### config.mk
export PLATFORM = sky130hd
export DESIGN_NAME = lsc_driver
export DESIGN_NICKNAME = d
export VERILOG_FILES = /design/src/lsc_driver.v /design/src/lsc_seg_mem.v
export VERILOG_INCLUDE_DIRS = /design/src /design/src/src
export SDC_FILE = /design/constraint.sdc
export NUM_CORES = 1
export LEC_CHECK = 0
export BUFFER_PORTS_ARGS = -buffer_cell sky130_fd_sc_hd__clkbuf_2
export CORE_UTILIZATION = 58
export DETAILED_ROUTE_END_ITERATION = 6
export HOLD_SLACK_MARGIN = 0.08
export PLACE_DENSITY = 0.79
export SYNTH_ARGS = -nofsm -noshare
export SYNTH_HDL_FRONTEND = slang
export SYNTH_SLANG_ARGS = --single-unit
export TNS_END_PERCENT = 30
### constraint.sdc
create_clock -name clk -period 2.6 [get_ports clk]
set_input_delay 0 -clock clk [delete_from_list [all_inputs] [get_ports clk]]
set_output_delay 0 -clock clk [all_outputs]
set_load 0.05 [all_outputs]
### src/lsc_consts.vh
/*
 Constants for the LCD segment/common driver: register offsets,
 field positions, reset values and timing counts.
 Assumes a 40 MHz system clock.
*/
// Overview of operation
// Drive up to 60 dots, two commons
// Each segment line controls two dots
// Half duty, half bias, full supply swing
// Display off holds commons and segments low
// Mode select register at address 10H
// Top eight segments as two port groups
// Per group select: segment or port
// Lowest sixteen segments double as key sources
// Key source and segment share time slots
// Mode register enables key source output
// Key source data register at 42H
// Four key return inputs when scanning
// Segment registers live in data memory
// One nibble holds four dots
// Bit one lights dot, zero darkens
// Port pins driven from segment register bits
// 125 Hz frame from 250 Hz clock; code gives a 250 Hz frame of four 1 kHz slots
// Commons and segments only when display enabled
// Key sources only when scan enabled
`ifndef LSC_CONSTS_VH
`define LSC_CONSTS_VH
`define LSC_MODE_ADDR 8'h10
`define LSC_KSRC_ADDR 8'h42
`define LSC_MODE_RST 4'h0
`define LSC_KSRC_RST 16'h0000
`define LSC_BIT_DISP_EN 0
`define LSC_BIT_SCAN_EN 1
`define LSC_BIT_PORTE_EN 2
`define LSC_BIT_PORTF_EN 3
`define LSC_SEG_WORDS 15
`define LSC_CLK_HZ 40000000
`define LSC_DISP_CLK_HZ 250
`define LSC_SLOT_HZ (`LSC_DISP_CLK_HZ * 4)
`define LSC_SLOT_CYC (`LSC_CLK_HZ / `LSC_SLOT_HZ)
`endif

### src/lsc_driver.v
/*
 LCD segment/common driver top: mode select and key source data
 registers, slot timing, common and segment waveform generation,
 port 0E/0F select and key source multiplexing.
 Assumes CPU strobes are synchronous to clk; key returns are pins.
 Half-level common drive is shown as a separate mid enable.
*/
`include "lsc_consts.vh"
`default_nettype none
module lsc_driver (
    // Clock and reset
    input wire clk,
    input wire rst_b,
    // Segment memory port
    input wire mem_wr,
    input wire [3:0] mem_addr,
    input wire [3:0] mem_wdata,
    output wire [3:0] mem_rdata,
    // Register file / peripheral port
    input wire reg_wr,
    input wire [7:0] reg_addr,
    input wire [15:0] reg_wdata,
    output reg [15:0] reg_rdata_ff,
    // Commons: level and mid-bias select
    output reg common_line_a_ff,
    output reg common_line_b_ff,
    output reg common_a_mid_ff,
    output reg common_b_mid_ff,
    // Segment pins
    output reg [29:0] seg_out_ff,
    // Key return inputs
    input wire [3:0] key_return_port,
    output reg [3:0] key_return_ff,
    output reg key_slot_ff
);
    localparam [1:0] PH_0 = 2'd0;
    localparam [1:0] PH_1 = 2'd1;
    localparam [1:0] PH_2 = 2'd2;
    localparam [1:0] PH_3 = 2'd3;
    localparam [31:0] SLOT_LAST_W = `LSC_SLOT_CYC - 1;
    localparam [15:0] SLOT_LAST = SLOT_LAST_W[15:0];

    reg [3:0] mode_ff;
    reg [15:0] key_source_data_ff;
    reg [15:0] slot_cnt_ff;
    reg [1:0] phase_ff;
    reg key_mux_ff;
    reg [3:0] kr_meta_ff;
    wire [59:0] seg_bits;
    wire display_enable_flag = mode_ff[`LSC_BIT_DISP_EN];
    wire scan_source_enable_flag = mode_ff[`LSC_BIT_SCAN_EN];
    wire out_port_lo_group = mode_ff[`LSC_BIT_PORTE_EN];
    wire out_port_hi_group = mode_ff[`LSC_BIT_PORTF_EN];
    wire slot_end = (slot_cnt_ff == SLOT_LAST);

    lsc_seg_mem u_mem (
        .clk(clk),
        .rst_b(rst_b),
        .mem_wr(mem_wr),
        .mem_addr(mem_addr),
        .mem_wdata(mem_wdata),
        .mem_rdata_ff(mem_rdata),
        .seg_bits(seg_bits)
    );

    // Register writes
    always @(posedge clk or negedge rst_b) begin
        if (!rst_b) begin
            mode_ff <= `LSC_MODE_RST;
            key_source_data_ff <= `LSC_KSRC_RST;
        end else begin
            if (reg_wr && reg_addr == `LSC_MODE_ADDR) begin
                mode_ff <= reg_wdata[3:0];
            end
            if (reg_wr && reg_addr == `LSC_KSRC_ADDR) begin
                key_source_data_ff <= reg_wdata;
            end
        end
    end

    // Read mux; unknown addresses read as zero
    reg [15:0] nxt_rdata;
    always @* begin
        case (reg_addr)
            `LSC_MODE_ADDR: begin
                nxt_rdata = {12'h000, mode_ff};
            end
            `LSC_KSRC_ADDR: begin
                nxt_rdata = key_source_data_ff;
            end
            default: begin
                nxt_rdata = 16'h0000;
            end
        endcase
    end

    always @(posedge clk or negedge rst_b) begin
        if (!rst_b) begin
            reg_rdata_ff <= 16'h0000;
        end else begin
            reg_rdata_ff <= nxt_rdata;
        end
    end

    // Slot timer: four 1 kHz slots per 250 Hz frame, 250 Hz display clock
    always @(posedge clk or negedge rst_b) begin
        if (!rst_b) begin
            slot_cnt_ff <= 16'h0000;
        end else if (slot_end) begin
            slot_cnt_ff <= 16'h0000;
        end else begin
            slot_cnt_ff <= slot_cnt_ff + 16'h0001;
        end
    end

    // Drive phase and key slot alternation
    always @(posedge clk or negedge rst_b) begin
        if (!rst_b) begin
            phase_ff <= PH_0;
            key_mux_ff <= 1'b0;
        end else if (slot_end) begin
            phase_ff <= phase_ff + 2'd1;
            key_mux_ff <= ~key_mux_ff;
        end
    end

    // Key return pins: first sync stage
    always @(posedge clk or negedge rst_b) begin
        if (!rst_b) begin
            kr_meta_ff <= 4'h0;
        end else begin
            kr_meta_ff <= key_return_port;
        end
    end

    // Second stage, gated by scan enable
    always @(posedge clk or negedge rst_b) begin
        if (!rst_b) begin
            key_return_ff <= 4'h0;
        end else begin
            key_return_ff <= scan_source_enable_flag ? kr_meta_ff : 4'h0;
        end
    end

    // Common decode: A high in 0, low in 2, mid in 1/3; B lags by 1/4
    reg nxt_ca;
    reg nxt_cb;
    reg nxt_am;
    reg nxt_bm;
    always @* begin
        nxt_ca = 1'b0;
        nxt_cb = 1'b0;
        nxt_am = 1'b0;
        nxt_bm = 1'b0;
        if (display_enable_flag) begin
            case (phase_ff)
                PH_0: begin
                    nxt_ca = 1'b1;
                    nxt_cb = 1'b0;
                    nxt_am = 1'b0;
                    nxt_bm = 1'b1;
                end
                PH_1: begin
                    nxt_ca = 1'b0;
                    nxt_cb = 1'b1;
                    nxt_am = 1'b1;
                    nxt_bm = 1'b0;
                end
                PH_2: begin
                    nxt_ca = 1'b0;
                    nxt_cb = 1'b0;
                    nxt_am = 1'b0;
                    nxt_bm = 1'b1;
                end
                PH_3: begin
                    nxt_ca = 1'b0;
                    nxt_cb = 1'b0;
                    nxt_am = 1'b1;
                    nxt_bm = 1'b0;
                end
                default: begin
                    nxt_ca = 1'b0;
                    nxt_cb = 1'b0;
                    nxt_am = 1'b0;
                    nxt_bm = 1'b0;
                end
            endcase
        end
    end

    // Segment level: opposite the selected common lights the dot
    wire [29:0] disp_seg;
    genvar g;
    generate
        for (g = 0; g < 30; g = g + 1) begin : seg_lvl
            wire dot_a = seg_bits[g*2];
            wire dot_b = seg_bits[g*2+1];
            assign disp_seg[g] = phase_ff[0] ? (dot_b ^ nxt_cb) : (dot_a ^ nxt_ca);
        end
    endgenerate

    // Port groups take raw register bits in place of segment levels
    reg [29:0] port_seg;
    always @* begin
        port_seg = display_enable_flag ? disp_seg : 30'h0;
        if (out_port_lo_group) begin
            port_seg[22] = seg_bits[44];
            port_seg[23] = seg_bits[45];
            port_seg[24] = seg_bits[46];
            port_seg[25] = seg_bits[47];
        end
        if (out_port_hi_group) begin
            port_seg[26] = seg_bits[52];
            port_seg[27] = seg_bits[53];
            port_seg[28] = seg_bits[54];
            port_seg[29] = seg_bits[55];
        end
    end

    // Key source overlay on the low sixteen pins, then blanking
    reg [29:0] nxt_seg;
    reg nxt_kslot;
    always @* begin
        nxt_kslot = scan_source_enable_flag && key_mux_ff;
        nxt_seg = port_seg;
        if (nxt_kslot) begin
            nxt_seg[15:0] = key_source_data_ff;
        end
        if (!display_enable_flag && !nxt_kslot) begin
            nxt_seg[21:0] = 22'h0;
        end
    end

    // Common outputs
    always @(posedge clk or negedge rst_b) begin
        if (!rst_b) begin
            common_line_a_ff <= 1'b0;
            common_line_b_ff <= 1'b0;
            common_a_mid_ff <= 1'b0;
            common_b_mid_ff <= 1'b0;
        end else begin
            common_line_a_ff <= nxt_ca;
            common_line_b_ff <= nxt_cb;
            common_a_mid_ff <= nxt_am;
            common_b_mid_ff <= nxt_bm;
        end
    end

    // Segment outputs
    always @(posedge clk or negedge rst_b) begin
        if (!rst_b) begin
            seg_out_ff <= 30'h0;
        end else begin
            seg_out_ff <= nxt_seg;
        end
    end

    // Key slot marker
    always @(posedge clk or negedge rst_b) begin
        if (!rst_b) begin
            key_slot_ff <= 1'b0;
        end else begin
            key_slot_ff <= nxt_kslot;
        end
    end
endmodule
`default_nettype wire

### src/lsc_seg_mem.v
/*
 Segment register store: fifteen nibbles in data memory space,
 two segment lines per nibble.
 Assumes a single-clock synchronous CPU write/read port.
*/
`default_nettype none
module lsc_seg_mem (
    // Clock and reset
    input wire clk,
    input wire rst_b,
    // CPU port
    input wire mem_wr,
    input wire [3:0] mem_addr,
    input wire [3:0] mem_wdata,
    output reg [3:0] mem_rdata_ff,
    // Flat view for the drivers
    output wire [59:0] seg_bits
);
    reg [3:0] mem_ff [0:14];
    integer i;
    genvar g;
    generate
        for (g = 0; g < 15; g = g + 1) begin : flat
            assign seg_bits[g*4+3:g*4] = mem_ff[g];
        end
    endgenerate
    always @(posedge clk or negedge rst_b) begin
        if (!rst_b) begin
            for (i = 0; i < 15; i = i + 1) begin
                mem_ff[i] <= 4'h0;
            end
            mem_rdata_ff <= 4'h0;
        end else begin
            if (mem_wr && mem_addr < 4'hF) begin
                mem_ff[mem_addr] <= mem_wdata;
            end
            mem_rdata_ff <= (mem_addr < 4'hF) ? mem_ff[mem_addr] : 4'h0;
        end
    end
endmodule
`default_nettype wire

# After elaboration in Yosys (flattened, before gate mapping)
# Index checks and enable logic that the tools add are counted.
# Widths: inputs -> output; s select.
# op_classes
add_sub_neg,2
n_lt_le_gt_ge,3
eq_ne,6
muxes,53
bitwise_logic,62
reduce_logical,13
# op_table
cell,count
$bwmux 60,1
$xor 1x1->1,60
$mux 1,34
$mux 16,2
$pmux 16 s2,1
$mux 30,1
$mux 4,7
$mux 22,1
$add 16x1->16 const B,1
$bmux 4 s4,1
$demux 4 s4,1
$eq 16x16->1 const B,1
$eq 8x5->1 const B,1
$eq 8x7->1 const B,1
$pmux 1 s2,4
$logic_and 1x1->1,6
$reduce_or 3->1,2
$ge 5x5->1 const B,1
$lt 5x1->1 const B,1
$not 4->5,1
$eq 2x2->1 const B,2
$lt 4x4->1 const B,1
$reduce_or 2->1,2
$add 2x1->2 const B,1
other kinds (4),5
# word_totals
register_bits,162
in_bits,40
output_inout_bits,59
wordCells,169

# Logic depth before layout (Yosys ltp)
# depth
word_depth,9
mapped_depth,9
mapped_depth_nobuf,6

# Cells and area by module
# From an unflattened synthesis, not the netlist that was laid out.
# hier_totals
cells_unflattened,584
area_unflattened_um2,7547.2
# modules_own_cells
mod,n_inst,cells_each,area_each_um2
lsc_driver,1,386,4534.3
lsc_seg_mem,1,198,3012.9

# Least setup slack after synthesis
# OpenSTA, ideal clock, no wires.
# synth_path
path_kind,flip-flop to flip-flop
start,register phase_ff[0]
end,register seg_out_ff[10]
setup_time_ns,0.122
arrival_time_ns,1.816
t_required_ns,2.478
slack_ns,0.662
stages_incl_launch_ff,9
n_path_buf,3
period_less_slack_ns,1.938
cell_sequence,dfrtp_1 > clkinv_1 > clkbuf_1 > ha_1 > clkbuf_1 > buf_2 > xnor2_1 > nand2_1 > a32o_1
# synth_between
elab_chain_cells,9
elab_cells_between_ends,16
classes_between,eq/ne (3); mux (8); bitwise (2); reduce/logical (3)
# synth_rtl
element,line_no,source
start: declaration,lsc_driver.v:46,reg [1:0] phase_ff;
start signal: assignment,lsc_driver.v:122,phase_ff <= phase_ff + 2'd1;
$eq 2x2->1 (tied with other cells),lsc_driver.v:156,case (phase_ff)
$reduce_or 3->1 (no source line),-,
$pmux 1 s2,lsc_driver.v:156,
$mux 1,lsc_driver.v:155,if (display_enable_flag) begin
$xor 1x1->1,lsc_driver.v:198,assign disp_seg[g] = phase_ff[0] ? (dot_b ^ nxt_cb) : (dot_a ^ nxt_ca);
$mux 1 *,lsc_driver.v:198,
$mux 30 *,lsc_driver.v:205,port_seg = display_enable_flag ? disp_seg : 30'h0;
$mux 16 *,lsc_driver.v:226,if (nxt_kslot) begin
$mux 22 *,lsc_driver.v:229,if (!display_enable_flag && !nxt_kslot) begin
named net nxt_seg[10],lsc_driver.v:221,reg [29:0] nxt_seg;
end signal: assignment,lsc_driver.v:254,seg_out_ff <= nxt_seg;
end: declaration,lsc_driver.v:30,"output reg [29:0] seg_out_ff,"
# The timed path passes the listed nets; every way through them passes the cells marked *.
# A chain may end at the register's enable or synchronous reset.

# Worst setup path in the final report
# layout_path
start,register slot_cnt_ff[6]
end,register phase_ff[1]
# layout_between
elab_chain_cells,1
# layout_rtl
element,line_no,source
start: declaration,lsc_driver.v:45,reg [15:0] slot_cnt_ff;
start signal: assignment,lsc_driver.v:112,slot_cnt_ff <= slot_cnt_ff + 16'h0001;
$eq 16x16->1,lsc_driver.v:54,wire slot_end = (slot_cnt_ff == SLOT_LAST);
# Every way passes these cells.

==> out/results.ini <==
[clock_network]
root_buffer=clkbuf_16
numClockSinks=162
cts_buffer_depth=2
clock_latency_ns=0.43
clk_pin_slew_ns=0.06
htreeDepth=4
cts_hold_buf=24
cts_setup_buffers=0
cts_buffers=17
cts_tree=built
ctsResizeCount=0

[worst_setup_path]
worstPathArrival_ns=2.17
start_kind=flip-flop
worstPathRequired_ns=2.91
worstPathMaxFanout=6
r2r_slack_ns=0.75
slowest_delay_ns=0.60
cp_cell_sequence=or4b_1 > nor4_4 > mux2_2
path_class=flip-flop to flip-flop
cp-end-kind=flip-flop
slowest_stage=or4b_1

[pwr]
power_density_nw_per_um2=733
p_leak_uw=0.00421
vdd_ir_drop_max_uv=490

[timing]
clock_skew_ns=0.00610
final_hold_viol_count=0
layout_min_cycle_time_ns=1.85
period_share=0.713
fmax_mhz=540
tns_ns=0
rsz0062_at_grt=false
worst_slew_pin_slew_ns=0.668
slew_headroom=0.555
maxSlewViolCount=0
finalSetupViolCount=0

[die]
rows=41
start_util=0.593
core_area_sq_um=12600
die_y_um=115
pin_count=99
dieArea_sq_um=13300
die_w_um=115

[status]
violations=DRC
outcome=finished with violations

[logic_synthesis]
yosys-top-cells-count=dfrtp_1, mux2_2, xnor2_1
synth_cell_types=48
seq_area_frac_synth=0.544
avgSynthCellArea_sq_um=12.4
ys.flop_type=dfrtp_1
yosysMostFrequentCell=dfrtp_1
ys_seq_elements=162
syn-num-nets=642
syn_area_sq_um=7450
synth_top_area_share=0.544
synth-edff-count=0
synth_area_leader_cell=dfrtp_1
async_reset_ff_frac=1.00
synth_area_leaders=dfrtp_1, mux2_2, xnor2_1
yosys_warnings=0
synth_cells=599

[drt]
first_pass_iters=7
drc_errors=2
drtIter0Drc=468
avgViaCountPerCell=5.73
routedWlPerCell_um=18.8
wl_um=16900
via_count=5151
postRouteAntennaNets=0

[grt]
grt_pass1_wl_um=26800
grt_max_degree=72
grt_pass1_vias=5041
grt_overflow=0
antenna_found_initial=0
grt.total_usage=0.273

[layout]
antennaDiodeCount=0
fill_cells=866
ff_latch_area_sq_um=4050
layout-drive-gt1-share=0.333
final_util=0.707
area_growth_pct=19.3
multi_input_area_sq_um=3200
num-nets-final=758

[job]
drv_cap=0

[min_path]
hp-class=primary input to asynchronous set/reset pin

[place]
port_buffers=98
place_congestion=0.879
hpwl_um=11500

sequential cells by signal, indices dropped and copies added, names as in the netlist, 2 cells and up:
signal              flops
slot_cnt_ff            16
key_source_data_ff     16
reg_rdata_ff           16
u_mem.seg_bits         60
u_mem.mem_rdata_ff      4
phase_ff                2
key_return_ff           4
kr_meta_ff              4
mode_ff                 4
seg_out_ff             30
final timing paths:
path / startpoint / endpoint / cells after the start
min: rst_b / slot_cnt_ff[9] / 2
max in group asynchronous: rst_b / u_mem.seg_bits[2] / 3
min reg2reg: kr_meta_ff[1] / key_return_ff[1] / 1
max reg2reg: slot_cnt_ff[6] / phase_ff[1] / 3
max: slot_cnt_ff[6] / phase_ff[1] / 3
min in group clk: reg_wr / mode_ff[3] / 3
cells by family (layout without fill, tap and decap cells):
kind of cell / Yosys count / count (layout) / synth area share
AND/OR/NAND/NOR: 166 / 166 / 0.118
multiplexers: 103 / 103 / 0.169
buffers and inverters: 40 / 168 / 0.0262
adder cells (fa/ha/maj): 3 / 3 / 0.00504
flip-flops: 162 / 162 / 0.544
AO/OA/AOI/OAI: 53 / 53 / 0.0529
XOR/XNOR: 72 / 72 / 0.0856
worst max-delay path: cells and delay by family (launching register included):
| family | cells | cell delay (ns) |
|---|---|---|
| and+or+nand+nor | 2 | 0.91 |
| DFF | 1 | 0.44 |
| muxes | 1 | 0.38 |
layout make-up:
class                           instances  share of cell area
Multi-Input combinational cell        397               0.360
Sequential cell                       162               0.456
Tap cell                              172              0.0242
Timing Repair Buffer                  134              0.0944
Clock inverter                         12              0.0129
Inverter                                3             0.00127
Clock buffer                           19              0.0509
where the power goes:
part | leakage (uW) | total (uW) | internal (uW) | switching [uW]
registers | 0.00212 | 3090 | 2800 | 296
clock network | 0.000284 | 2420 | 1440 | 975
logic | 0.00181 | 1010 | 520 | 490
total | 0.00421 | 6520 | 4760 | 1760
placed cells by master (no fill, tap or decap), drive strengths merged, types with 12 or more instances in the layout:
master	count
a21oi	13
a32o	16
and3	23
buf	13
clkbuf	116
dfrtp	162
dlygate4sd3	24
mux2	81
mux2i	12
nand2	58
nand3	12
nor2	27
xnor2	57
xor2	15
routing by layer:
layer,global-route usage,vias to the layer above,wire [um]
met5,0,-,0
met3,0.0532,30,804
met4,0.115,0,284
li1,-,2326,-
met2,0.430,185,8240
met1,0.373,2610,7620
through the flow:
| stage | setup slack (ns) | instance area (sq um) | hold WS [ns] | power [uW] | std cells |
|---|---|---|---|---|---|
| after floorplan | 0.662 | 7450 | -0.296 | 3760 | 599 |
| final | 0.747 | 8890 | 0.0986 | 6520 | 899 |
| after global placement | 0.865 | 8080 | -0.0138 | 4060 | 844 |
| after detailed placement | 0.768 | 8080 | -0.00461 | 4100 | 844 |
| after global routing | 0.661 | 8890 | 0.114 | 6750 | 899 |
| after CTS | 0.751 | 8890 | 0.0853 | 6540 | 899 |
Note: power is estimated with default switching activity, not from simulation.
